**src/ddrpc_defs.vh**
```
`ifndef DDRPC_DEFS_VH
`define DDRPC_DEFS_VH

// ==========================================================
// Command codes {rank_sel_n, row_n, col_n, wr_n}
`define DDRPC_CMD_MRS      4'h0
`define DDRPC_CMD_REF      4'h1
`define DDRPC_CMD_PRE      4'h2
`define DDRPC_CMD_ACT      4'h3
`define DDRPC_CMD_WR       4'h4
`define DDRPC_CMD_RD       4'h5
`define DDRPC_CMD_ZQ       4'h6
`define DDRPC_CMD_NOP      4'h7

// ==========================================================
// Address field positions
`define DDRPC_PRE_SCOPE_BIT 10
`define DDRPC_CHOP_BIT      12
`define DDRPC_COL_MSB       9
`define DDRPC_ROW_MSB       14

// Termination select bits in extended mode register one
`define DDRPC_MR1_TERM_B0   2
`define DDRPC_MR1_TERM_B1   6
`define DDRPC_MR1_TERM_B2   9

// ==========================================================
// Burst lengths in strobe edges
`define DDRPC_BEATS_FULL    4'h8
`define DDRPC_BEATS_CHOP    4'h4

// ==========================================================
// Power states
`define DDRPC_PS_ACTIVE     2'h0
`define DDRPC_PS_PPD        2'h1
`define DDRPC_PS_APD        2'h2
`define DDRPC_PS_SREF       2'h3

// ==========================================================
// Register byte offsets
`define DDRPC_REG_CTRL      8'h00
`define DDRPC_REG_STATUS    8'h04
`define DDRPC_REG_LAST_CMD  8'h08
`define DDRPC_REG_LAST_ADDR 8'h0c
`define DDRPC_REG_MR0       8'h10
`define DDRPC_REG_MR1       8'h14
`define DDRPC_REG_MR2       8'h18
`define DDRPC_REG_MR3       8'h1c
`define DDRPC_REG_CMD_CNT   8'h20

// Reset value and response codes
`define DDRPC_CTRL_RESET    1'b1
`define DDRPC_RESP_OKAY     2'b00
`define DDRPC_RESP_SLVERR   2'b10

`endif

```
**src/ddrpc_byte_merge.v**
```verilog
`timescale 1ns/1ps

// ==========================================================
// Merge write data into a stored word under byte masks
module ddrpc_byte_merge (
    input  wire [31:0] old_i,
    input  wire [31:0] new_i,
    input  wire [3:0]  mask_i,
    output wire [31:0] merged_o
);
    genvar g;
    generate
        for (g = 0; g < 4; g = g + 1) begin : g_lane
            // Masked byte keeps its old contents
            assign merged_o[8*g+7:8*g] = mask_i[g] ? old_i[8*g+7:8*g]
                                                  : new_i[8*g+7:8*g];
        end
    endgenerate
endmodule // ddrpc_byte_merge

```
**src/ddrpc_sync.v**
```verilog
`timescale 1ns/1ps

// ==========================================================
// Two-stage synchroniser for pin inputs
module ddrpc_sync #(
    parameter WIDTH = 70
) (
    input  wire             clk_i,
    input  wire             rst_i,
    input  wire [WIDTH-1:0] async_i,
    output reg  [WIDTH-1:0] sync_o
);
    reg [WIDTH-1:0] meta_reg;

    // First stage feeds only the second stage
    always @(posedge clk_i) begin
        if (rst_i) begin
            meta_reg <= {WIDTH{1'b0}};
            sync_o   <= {WIDTH{1'b0}};
        end else begin
            meta_reg <= async_i;
            sync_o   <= meta_reg;
        end
    end
endmodule // ddrpc_sync

```
**src/ddrpc_top.v**
```verilog
// Contract
// - Rank select is one bit of every command code.
// - Clock enable high runs clocks, buffers and drivers; low stops them.
// - Clock enable low: idle banks give precharge power-down or self-refresh, open rows active.
// - Self-refresh exit on rising clock enable needs no running clock.
// - Power-down keeps only clock, termination and clock enable buffers.
// - Self-refresh keeps only the clock enable buffer.
// - Row address with activate, column address with read and write select a location; here only column bits 2:0 pick one of 8 stored words.
// - Address bit 10 on read and write requests auto-precharge.
// - Precharge: bit 10 low one bank, high all banks.
// - Mode register load carries op-code on address, stored into chosen register.
// - Address bit 12 on read and write: high full burst, low chopped.
// - Bank select picks bank, or mode register during a load.
// - Termination control registered high enables termination on data lines.
// - Termination disabled in extended mode register one ignores termination control.
// - Device strobe edge-aligned on reads; controller strobe centred on writes.
// - Strobes always used as differential pairs.
// - Command decoded from row, column and write strobes with rank select.
// - Write bytes with mask sampled high are discarded.
// - Mask sampled on both strobe edges.
// - Data lines are bidirectional.
// - Commands with rank select high are ignored.
// - Inputs sampled at rising clock crossing; read data on both crossings.
//
// The AXI4-Lite slave port and the register offsets were decided locally.
`timescale 1ns/1ps
`include "ddrpc_defs.vh"

module ddrpc_top (
    input  wire        clk_i,
    input  wire        rst_i,
    // AXI4-Lite slave
    input  wire [7:0]  s_axi_awaddr,
    input  wire        s_axi_awvalid,
    output wire        s_axi_awready,
    input  wire [31:0] s_axi_wdata,
    input  wire [3:0]  s_axi_wstrb,
    input  wire        s_axi_wvalid,
    output wire        s_axi_wready,
    output reg  [1:0]  s_axi_bresp,
    output reg         s_axi_bvalid,
    input  wire        s_axi_bready,
    input  wire [7:0]  s_axi_araddr,
    input  wire        s_axi_arvalid,
    output wire        s_axi_arready,
    output reg  [31:0] s_axi_rdata,
    output reg  [1:0]  s_axi_rresp,
    output reg         s_axi_rvalid,
    input  wire        s_axi_rready,
    // Memory pins
    input  wire        ck_i,
    input  wire        ck_n_i,
    input  wire        cke_i,
    input  wire        rank_sel_n_i,
    input  wire        row_strobe_n_i,
    input  wire        col_strobe_n_i,
    input  wire        wr_strobe_n_i,
    input  wire [14:0] addr_i,
    input  wire [2:0]  bank_select_i,
    input  wire        termination_control_i,
    input  wire [3:0]  byte_write_mask_i,
    input  wire [31:0] data_lines_i,
    output reg  [31:0] data_lines_o,
    output wire [31:0] data_lines_oe_o,
    input  wire [3:0]  data_strobe_true_i,
    output reg  [3:0]  data_strobe_true_o,
    output wire [3:0]  data_strobe_true_oe_o,
    input  wire [3:0]  data_strobe_comp_i,
    output wire [3:0]  data_strobe_comp_o,
    output wire [3:0]  data_strobe_comp_oe_o,
    output reg         termination_on_o
);
    // ==========================================================
    // Pin synchronisation
    wire [69:0] pins_s;
    ddrpc_sync #(.WIDTH(70)) u_sync (
        .clk_i   (clk_i),
        .rst_i   (rst_i),
        .async_i ({ck_i, ck_n_i, cke_i, rank_sel_n_i, row_strobe_n_i,
                   col_strobe_n_i, wr_strobe_n_i, addr_i, bank_select_i,
                   termination_control_i, byte_write_mask_i, data_lines_i,
                   data_strobe_true_i, data_strobe_comp_i}),
        .sync_o  (pins_s)
    );

    wire        ck_s    = pins_s[69];
    wire        ck_n_s  = pins_s[68];
    wire        cke_s   = pins_s[67];
    wire [3:0]  cmd_s   = pins_s[66:63];
    wire [14:0] addr_s  = pins_s[62:48];
    wire [2:0]  bank_s  = pins_s[47:45];
    wire        odt_s   = pins_s[44];
    wire [3:0]  mask_s  = pins_s[43:40];
    wire [31:0] dq_s    = pins_s[39:8];
    wire [3:0]  dqs_s   = pins_s[7:4];
    wire [3:0]  dqs_n_s = pins_s[3:0];

    // Command code from rank select and the three strobes
    function [3:0] ddrpc_code;
        input [3:0] pins;
        begin
            ddrpc_code = pins[3] ? `DDRPC_CMD_NOP : pins;
        end
    endfunction

    // Rtt_Nom nonzero means termination is enabled
    function ddrpc_term_en;
        input [14:0] mr;
        begin
            ddrpc_term_en = mr[`DDRPC_MR1_TERM_B0] | mr[`DDRPC_MR1_TERM_B1] |
                            mr[`DDRPC_MR1_TERM_B2];
        end
    endfunction

    // ==========================================================
    // State
    reg        ck_prev_reg;
    reg [3:0]  dqs_prev_reg;
    reg [1:0]  pstate_reg;
    reg [7:0]  bank_open_reg;
    reg [14:0] open_row_reg [0:7];
    reg [14:0] mode_reg [0:3];
    reg [31:0] store_reg [0:7];
    reg        rd_active_reg;
    reg        wr_active_reg;
    reg [3:0]  beat_reg;
    reg [3:0]  beats_reg;
    reg [2:0]  col_base_reg;
    reg [2:0]  burst_bank_reg;
    reg        burst_ap_reg;
    reg [3:0]  last_code_reg;
    reg [2:0]  last_bank_reg;
    reg        last_ap_reg;
    reg        last_chop_reg;
    reg        last_all_reg;
    reg [14:0] last_addr_reg;
    reg [31:0] cmd_cnt_reg;
    reg        decode_en_reg;

    // Rising crossing only when the pair disagrees
    wire ck_rise  = ck_s & ~ck_n_s & ~ck_prev_reg;
    wire ck_cross = ck_s ^ ck_prev_reg;
    wire active   = (pstate_reg == `DDRPC_PS_ACTIVE);
    wire cmd_take = active & ck_rise & cke_s & decode_en_reg;
    wire [3:0] code = ddrpc_code(cmd_s);

    // Buffer gating per power state
    wire cmd_buf_en = active;
    wire odt_buf_en = (pstate_reg != `DDRPC_PS_SREF);

    // Strobe edge on lane 0, valid only as a true differential pair
    wire dqs_edge = (dqs_s[0] ^ dqs_prev_reg[0]) & (dqs_s[0] ^ dqs_n_s[0]);
    wire [2:0] wr_idx = col_base_reg + beat_reg[2:0];
    wire [31:0] merged;
    ddrpc_byte_merge u_merge (
        .old_i    (store_reg[wr_idx]),
        .new_i    (dq_s),
        .mask_i   (mask_s),
        .merged_o (merged)
    );

    wire burst_last = (beat_reg + 4'h1 == beats_reg);

    // ==========================================================
    // Power state and command handling
    integer i;
    always @(posedge clk_i) begin
        if (rst_i) begin
            ck_prev_reg    <= 1'b0;
            dqs_prev_reg   <= 4'h0;
            pstate_reg     <= `DDRPC_PS_ACTIVE;
            bank_open_reg  <= 8'h00;
            rd_active_reg  <= 1'b0;
            wr_active_reg  <= 1'b0;
            beat_reg       <= 4'h0;
            beats_reg      <= `DDRPC_BEATS_FULL;
            col_base_reg   <= 3'h0;
            burst_bank_reg <= 3'h0;
            burst_ap_reg   <= 1'b0;
            last_code_reg  <= `DDRPC_CMD_NOP;
            last_bank_reg  <= 3'h0;
            last_ap_reg    <= 1'b0;
            last_chop_reg  <= 1'b0;
            last_all_reg   <= 1'b0;
            last_addr_reg  <= 15'h0000;
            cmd_cnt_reg    <= 32'h0;
            data_lines_o   <= 32'h0;
            data_strobe_true_o <= 4'h0;
            termination_on_o   <= 1'b0;
            for (i = 0; i < 8; i = i + 1) begin
                open_row_reg[i] <= 15'h0000;
                store_reg[i]    <= 32'h0;
            end
            for (i = 0; i < 4; i = i + 1) begin
                mode_reg[i] <= 15'h0000;
            end
        end else begin
            ck_prev_reg  <= ck_s;
            dqs_prev_reg <= dqs_s;

            // Termination sampled at rising crossing, gated by the mode
            if (!odt_buf_en) begin
                termination_on_o <= 1'b0;
            end else if (ck_rise) begin
                termination_on_o <= odt_s & ddrpc_term_en(mode_reg[1]);
            end

            // Power transitions
            case (pstate_reg)
                `DDRPC_PS_ACTIVE: begin
                    if (ck_rise && !cke_s) begin
                        if (code == `DDRPC_CMD_REF && bank_open_reg == 8'h00) begin
                            pstate_reg <= `DDRPC_PS_SREF;
                        end else if (bank_open_reg == 8'h00) begin
                            pstate_reg <= `DDRPC_PS_PPD;
                        end else begin
                            pstate_reg <= `DDRPC_PS_APD;
                        end
                    end
                end
                `DDRPC_PS_PPD, `DDRPC_PS_APD: begin
                    // Power-down exit still needs the clock
                    if (ck_rise && cke_s) begin
                        pstate_reg <= `DDRPC_PS_ACTIVE;
                    end
                end
                `DDRPC_PS_SREF: begin
                    // Clock may be stopped, so the level alone ends it
                    if (cke_s) begin
                        pstate_reg <= `DDRPC_PS_ACTIVE;
                    end
                end
                default: pstate_reg <= `DDRPC_PS_ACTIVE;
            endcase

            // Command decode
            if (cmd_take && code != `DDRPC_CMD_NOP) begin
                last_code_reg <= code;
                last_bank_reg <= bank_s;
                last_addr_reg <= addr_s;
                last_ap_reg   <= 1'b0;
                last_chop_reg <= 1'b0;
                last_all_reg  <= 1'b0;
                cmd_cnt_reg   <= cmd_cnt_reg + 32'h1;
                case (code)
                    `DDRPC_CMD_ACT: begin
                        bank_open_reg[bank_s] <= 1'b1;
                        open_row_reg[bank_s]  <= addr_s;
                    end
                    `DDRPC_CMD_PRE: begin
                        last_all_reg <= addr_s[`DDRPC_PRE_SCOPE_BIT];
                        if (addr_s[`DDRPC_PRE_SCOPE_BIT]) begin
                            bank_open_reg <= 8'h00;
                        end else begin
                            bank_open_reg[bank_s] <= 1'b0;
                        end
                    end
                    `DDRPC_CMD_RD, `DDRPC_CMD_WR: begin
                        last_ap_reg    <= addr_s[`DDRPC_PRE_SCOPE_BIT];
                        last_chop_reg  <= ~addr_s[`DDRPC_CHOP_BIT];
                        burst_ap_reg   <= addr_s[`DDRPC_PRE_SCOPE_BIT];
                        burst_bank_reg <= bank_s;
                        col_base_reg   <= addr_s[2:0];
                        beat_reg       <= 4'h0;
                        beats_reg      <= addr_s[`DDRPC_CHOP_BIT] ?
                                          `DDRPC_BEATS_FULL : `DDRPC_BEATS_CHOP;
                        rd_active_reg  <= (code == `DDRPC_CMD_RD);
                        wr_active_reg  <= (code == `DDRPC_CMD_WR);
                    end
                    `DDRPC_CMD_MRS: begin
                        if (!bank_s[2]) begin
                            mode_reg[bank_s[1:0]] <= addr_s;
                        end
                    end
                    default: ;
                endcase
            end else if (rd_active_reg && active && ck_cross) begin
                // Read beat on every crossing, strobe toggles with data
                data_lines_o       <= store_reg[col_base_reg + beat_reg[2:0]];
                data_strobe_true_o <= {4{~beat_reg[0]}};
                beat_reg           <= beat_reg + 4'h1;
                if (burst_last) begin
                    rd_active_reg <= 1'b0;
                    if (burst_ap_reg) begin
                        bank_open_reg[burst_bank_reg] <= 1'b0;
                    end
                end
            end else if (wr_active_reg && active && dqs_edge) begin
                // Controller centres its strobe, so data is stable here
                store_reg[wr_idx] <= merged;
                beat_reg          <= beat_reg + 4'h1;
                if (burst_last) begin
                    wr_active_reg <= 1'b0;
                    if (burst_ap_reg) begin
                        bank_open_reg[burst_bank_reg] <= 1'b0;
                    end
                end
            end
            if (!rd_active_reg) begin
                data_strobe_true_o <= 4'h0;
            end
        end
    end

    // Drivers run only while reading with clocks enabled
    wire drive = rd_active_reg & active;
    assign data_lines_oe_o       = {32{drive}};
    assign data_strobe_true_oe_o = {4{drive}};
    assign data_strobe_comp_oe_o = {4{drive}};
    assign data_strobe_comp_o    = ~data_strobe_true_o;

    // ==========================================================
    // AXI4-Lite write channel
    reg       aw_held_reg;
    reg       w_held_reg;
    reg [7:0] aw_addr_reg;
    reg [31:0] w_data_reg;
    reg [3:0]  w_strb_reg;

    assign s_axi_awready = ~aw_held_reg & ~s_axi_bvalid;
    assign s_axi_wready  = ~w_held_reg & ~s_axi_bvalid;

    always @(posedge clk_i) begin
        if (rst_i) begin
            aw_held_reg   <= 1'b0;
            w_held_reg    <= 1'b0;
            aw_addr_reg   <= 8'h00;
            w_data_reg    <= 32'h0;
            w_strb_reg    <= 4'h0;
            s_axi_bvalid  <= 1'b0;
            s_axi_bresp   <= `DDRPC_RESP_OKAY;
            decode_en_reg <= `DDRPC_CTRL_RESET;
        end else begin
            if (s_axi_awvalid && s_axi_awready) begin
                aw_held_reg <= 1'b1;
                aw_addr_reg <= s_axi_awaddr;
            end
            if (s_axi_wvalid && s_axi_wready) begin
                w_held_reg <= 1'b1;
                w_data_reg <= s_axi_wdata;
                w_strb_reg <= s_axi_wstrb;
            end
            if (aw_held_reg && w_held_reg) begin
                aw_held_reg  <= 1'b0;
                w_held_reg   <= 1'b0;
                s_axi_bvalid <= 1'b1;
                if (aw_addr_reg[7:2] == `DDRPC_REG_CTRL >> 2) begin
                    s_axi_bresp <= `DDRPC_RESP_OKAY;
                    if (w_strb_reg[0]) begin
                        decode_en_reg <= w_data_reg[0];
                    end
                end else begin
                    s_axi_bresp <= `DDRPC_RESP_SLVERR;
                end
            end else if (s_axi_bvalid && s_axi_bready) begin
                s_axi_bvalid <= 1'b0;
            end
        end
    end

    // ==========================================================
    // AXI4-Lite read channel
    assign s_axi_arready = ~s_axi_rvalid;

    always @(posedge clk_i) begin
        if (rst_i) begin
            s_axi_rvalid <= 1'b0;
            s_axi_rdata  <= 32'h0;
            s_axi_rresp  <= `DDRPC_RESP_OKAY;
        end else if (s_axi_arvalid && s_axi_arready) begin
            s_axi_rvalid <= 1'b1;
            s_axi_rresp  <= `DDRPC_RESP_OKAY;
            case ({s_axi_araddr[7:2], 2'b00})
                `DDRPC_REG_CTRL:      s_axi_rdata <= {31'h0, decode_en_reg};
                `DDRPC_REG_STATUS:    s_axi_rdata <= {16'h0, bank_open_reg, 1'b0,
                                                      odt_buf_en, cmd_buf_en,
                                                      wr_active_reg, rd_active_reg,
                                                      termination_on_o, pstate_reg};
                `DDRPC_REG_LAST_CMD:  s_axi_rdata <= {22'h0, last_all_reg, last_chop_reg,
                                                      last_ap_reg, last_bank_reg,
                                                      last_code_reg};
                `DDRPC_REG_LAST_ADDR: s_axi_rdata <= {17'h0, last_addr_reg};
                `DDRPC_REG_MR0:       s_axi_rdata <= {17'h0, mode_reg[0]};
                `DDRPC_REG_MR1:       s_axi_rdata <= {17'h0, mode_reg[1]};
                `DDRPC_REG_MR2:       s_axi_rdata <= {17'h0, mode_reg[2]};
                `DDRPC_REG_MR3:       s_axi_rdata <= {17'h0, mode_reg[3]};
                `DDRPC_REG_CMD_CNT:   s_axi_rdata <= cmd_cnt_reg;
                default: begin
                    s_axi_rdata <= 32'h0;
                    s_axi_rresp <= `DDRPC_RESP_SLVERR;
                end
            endcase
        end else if (s_axi_rvalid && s_axi_rready) begin
            s_axi_rvalid <= 1'b0;
        end
    end
endmodule // ddrpc_top

```
**config.mk**
```make
export PLATFORM = sky130hd
export DESIGN_NAME = ddrpc_top
export DESIGN_NICKNAME = d
export VERILOG_FILES = /design/src/ddrpc_byte_merge.v /design/src/ddrpc_sync.v /design/src/ddrpc_top.v
export VERILOG_INCLUDE_DIRS = /design/src /design/src/src
export SDC_FILE = /design/constraint.sdc
export NUM_CORES = 1
export LEC_CHECK = 0
export ABC_AREA = 1
export BUFFER_PORTS_ARGS = -buffer_cell sky130_fd_sc_hd__buf_2
export CORE_ASPECT_RATIO = 1.4
export CORE_MARGIN = 2
export CORE_UTILIZATION = 50
export CTS_CLUSTER_DIAMETER = 120
export CTS_CLUSTER_SIZE = 25
export DETAILED_ROUTE_END_ITERATION = 16
export PLACE_DENSITY = 0.69
export REMOVE_ABC_BUFFERS = 1
export SYNTH_ARGS = -nofsm -noshare
export SYNTH_HDL_FRONTEND = slang
export SYNTH_SLANG_ARGS = --single-unit
```
**constraint.sdc**
```tcl
create_clock -name clk_i -period 4.65 [get_ports clk_i]
set_clock_uncertainty 0.1 [all_clocks]
set_input_delay 0 -clock clk_i [delete_from_list [all_inputs] [get_ports clk_i]]
set_output_delay 0 -clock clk_i [all_outputs]
set_load 0.02 [all_outputs]
```
== After elaboration in Yosys (flattened, before gate mapping) ==
Memory sizes are Yosys's and may differ from the RTL's.
Index checks and enable logic that the tools add are counted.
Storage, ports and cells
  register bits after elaboration: 311
  RAM bits: 316
  input bits: 129
  memories kept: 2
Memories
  store_reg: words 8, width 32, rd ports 1, clocked after Yosys merged registers in 0, wr ports 8, line ddrpc_top.v:123  | reg [31:0] store_reg [0:7];
  mode_reg: words 4, width 15, rd ports 4, clocked after Yosys merged registers in 0, wr ports 4, line ddrpc_top.v:122  | reg [14:0] mode_reg [0:3];
Operators by class
  add/sub/neg operators: 3
  $lt $le $gt $ge: 4
  eq/ne operators: 25
  muxes and demuxes: 63
  bitwise gates (word level): 32
  reduce and logical (&&, ||, !) cells: 44
Operators by type and width (number)
  32-bit case mux with 9 select lines: 1
  8-bit 2-to-1 mux: 10
  32-bit by 1-bit adder with 32-bit output (second input constant): 1
  32-bit 2-to-1 mux: 1
  32-bit OR reduction: 1
  1-bit 2-to-1 mux: 31
  6-bit by 3-bit == test with 1-bit output (second input constant): 4
  4-bit 2-to-1 mux: 5
  8-bit bitwise AND: 2
  1-bit logical AND: 16
  2-bit 2-to-1 mux: 8
  8-bit inverter: 2
  8-bit case mux with 2 select lines: 1
  15-bit 2-to-1 mux: 1
  15-bit OR reduction: 1
  6-bit by 2-bit == test with 1-bit output (second input constant): 2
  6-bit zero test: 2
  1-bit inverter: 11
  1-bit bitwise AND: 10
  2-bit nonzero test: 5
  2-bit OR reduction: 5
  3-bit AND reduction: 3
  9-bit OR reduction: 1
  8-bit zero test: 1
  29 further kinds: 46

== Depth between registers and ports, before layout ==
  word-level depth: 12
  mapped depth: 13
  gate-level depth less buffers: 12

== Modules after synthesis ==
From an unflattened synthesis, not the netlist that was laid out.
Unflattened totals
  cells, all modules: 3193
  area, all modules: 26711.9 um^2
By module, submodules not included
  ddrpc_top: instances 1, cells each 2653, area each 22263.9 um^2
  ddrpc_sync: instances 1, cells each 436, area each 4027.6 um^2
  ddrpc_byte_merge: instances 1, cells each 104, area each 420.4 um^2

== Worst setup path after synthesis ==
Ideal clock, no wire load.
  path kind: register to register
  from: register beat_reg[0]
  to: memory store_reg[4][0] (enable)
  library setup time: 0.389 ns
  data arrival time: 2.869 ns
  setup slack: 1.292 ns
  stages on the path, launching flop included: 11
  path buffers: 3
  period minus slack after synthesis: 3.358 ns
  cell sequence: dfxtp_1 ha_1 inv_1 fa_1 inv_2 clkbuf_1 clkbuf_1 nor2_1 nand2_4 buf_6 nand2_1
RTL lines
  from (decl): line ddrpc_top.v:126  | reg [3:0] beat_reg;
  from (signal assigned): line ddrpc_top.v:281  | beat_reg <= beat_reg + 4'h1;
  from (signal assigned): line ddrpc_top.v:291  | beat_reg <= beat_reg + 4'h1;
  to (decl): line ddrpc_top.v:123

==> out/qor.yml <==
drive_above_1_share_pct: 10.6
hold_end: "u_sync.meta_reg[13]"
synth-edff-count: 316
grt_pass1_wl_um: 103000
io_buffers: 204
cap_violations: 0
r2r_end: "store_reg[4][27]"
chipWidth_um: 198
final_cells: 3925
synth-seq-cells: 608
rsz0062_at_grt: "no"
place.gp.congestion: 0.898
reg2reg_depth: 10
ys_warn_count: 0
async_reset_ff_share_pct: 0
worstMarginPinSlew_ns: 1.22
grt_max_degree: 81
via_count: 20243
period_needed_ns: 3.80
p_total_uw: 9340
yosysSeqAreaShare_pct: 58.2
syn2layout_area_growth_pct: 12.0
fin_tns_setup_ns: 0
cts_resized: 0
rows: 99
cts_root_buffer: "clkbuf_16"
rr_startpoint: "beat_reg[0]"
relSlewSlack_pct: 18.5
clock_sinks: 608
path_clk_slew_ns: 0.10
grt_pass1_vias: 20172
die_h_um: 276
viasPerCell: 5.16
post-route-util_pct: 56.6
grt_use_total_pct: 23.9
yosysMostFrequentCell: "nand2_1"
setup_viol: 0
syn_area_um2: 26400
critPathMaxFanout: 34
ir_drop_mv: 0.299
endpoint_kind: "flop"
post-route-drc-count: 0
syn_inst: 2999
min_path_type: "in2reg"
worst_ep_arrival_time_ns: 4.05
hold_start: "data_lines_i[5]"
largest_register_ff_count: 256
hpwl_um: 40500
n_fill_cell: 4666
antenna_found_initial: 0
antenna_cells: 0
cts_tree: "done"
synth_flop_cell: "edfxtp_1"
reg2reg_slack_ns: 0.85
synth_common_cells: "nand2_1 (724), nor2_1 (587), edfxtp_1 (316)"
crit_type: "reg2reg"
cts_max_level: 1
wl_per_cell_um: 16.7
finalWirelength_um: 65600
ios: 251
dp_cells: 3742
worst_ep_required_time_ns: 4.90
status: "finished clean"
clock.fmax_mhz: 263
hold_viol: 0
clockBufferDepth: 3
cts_made_buffers: 28
initial_utilization_pct: 50.6
holdPathStages: 4
cp-start-kind: "flop"
syn_area_per_cell_um2: 8.79
yosysUniqueCellTypes: 47
leakage_uw: 0.0118
drt-initial-drc-count: 1262
synth_top_area_share_pct: 36.0
grt_overflow: 0
power_density_nw_per_um2: 316
cts_setup_buffers: 0
postRouteAntennaNets: 0
slew_violations: 0
fp.coreArea_um2: 52100
clock_latency_ns: 0.61
finalNetCount: 3333
yosysTopAreaCell: "edfxtp_1"
dieArea_um2: 54600
finalCritPeriodShare_pct: 81.7
synth_area_leaders: "edfxtp_1 (36%), dfxtp_1 (22%), nand2_1 (10%), nor2_1 (8.4%), inv_1 (3.6%)"
first_pass_iters: 5
==> report_power, final <==
group / internal, uW / switching (uW) / total (uW)
logic: 225 / 385 / 610
clock network: 1200 / 1680 / 2880
registers: 5780 / 70.0 / 5850
total: 7210 / 2140 / 9340
==> logic make-up (layout without fill, tap and decap cells) <==
family / count (synthesis) / after routing / share of synthesized area, %
simple gates: 1510 / 1510 / 23.3
flops: 608 / 608 / 58.2
buf+inv: 457 / 675 / 8.24
compound gates: 345 / 345 / 7.27
mux: 64 / 64 / 2.43
fa+ha+maj: 8 / 8 / 0.408
xor+xnor: 6 / 6 / 0.199
other cells: 1 / 2 / 0.0142
==> critical path, cell delays in order, from the launching register on <==
cell,delay (ns)
dfxtp_1,0.57
ha_4,0.18
inv_1,0.04
fa_1,0.37
or2_1,0.25
nand2_2,0.08
buf_4,0.41
nor2_1,0.21
nand2_4,0.44
nand2_1,0.51
buf_12,0.35
==> cells in the final DEF, fill, tap and decap left out, types with 5 or more instances in the layout <==
master and n:
dfxtp_1 292, ha_1 6, a31oi_1 33, clkbuf_1 22, inv_1 251, edfxtp_1 316, nand3b_1 8, dlygate4sd3_1 131
a21oi_1 95, nor2_2 15, buf_2 203, o22ai_1 10, nor3_1 33, o21ai_0 164, o21ai_2 33, nand4_1 17
mux2i_1 64, nand2_4 8, clkbuf_16 29, buf_4 26, nor2_1 586, nand3_1 97, inv_2 5, nand2_1 724
==> layer usage <==
metal / vias to the layer above / routed length [um] / track usage (%)
li1: 9973 / - / -
met1: 9613 / 25300 / 26.4
met2: 542 / 35100 / 46.8
met3: 115 / 2920 / 2.03
met4: 0 / 2300 / 9.32
met5: - / 0 / 0
==> final cells by class <==
type / instances / area (um^2) / share of cell area [%]
Tap cell: 707 / 885 / 3.00
Clock inverter: 1 / 20.0 / 0.0678
Timing Repair Buffer: 365 / 2610 / 8.85
Clock buffer: 51 / 808 / 2.74
Inverter: 258 / 970 / 3.28
Multi-Input combinational cell: 1935 / 8900 / 30.1
Sequential cell: 608 / 15300 / 51.9
==> per-stage QoR <==
step	hold WS [ns]	area, um^2	setup WS, ns
6_report	0.0269	29500	0.851
5_1_grt	0.0208	29500	0.670
4_1_cts	0.00293	29500	0.829
3_5_place_dp	0.105	27400	0.844
3_3_place_gp	0.0981	27400	0.930
2_1_floorplan	-0.0309	25200	-2.89
==> worst max-delay path by stage <==
stage	from	endpoint	slack, ns	depth (start not counted)
2_1_floorplan	beat_reg[0]	store_reg[5][0]	-2.89	5
3_3_place_gp	beat_reg[0]	store_reg[4][8]	0.93	10
3_5_place_dp	beat_reg[0]	store_reg[4][12]	0.84	10
4_1_cts	beat_reg[0]	store_reg[4][8]	0.83	10
5_1_grt	beat_reg[0]	store_reg[4][8]	0.67	10
6_report	beat_reg[0]	store_reg[4][27]	0.85	10
==> repair_timing <==
action,CTS,global route
endpoints found under the setup margin,0,0
hold endpoints to repair,131,0
hold buffers,131,0
(Power assumes the default switching activity.)
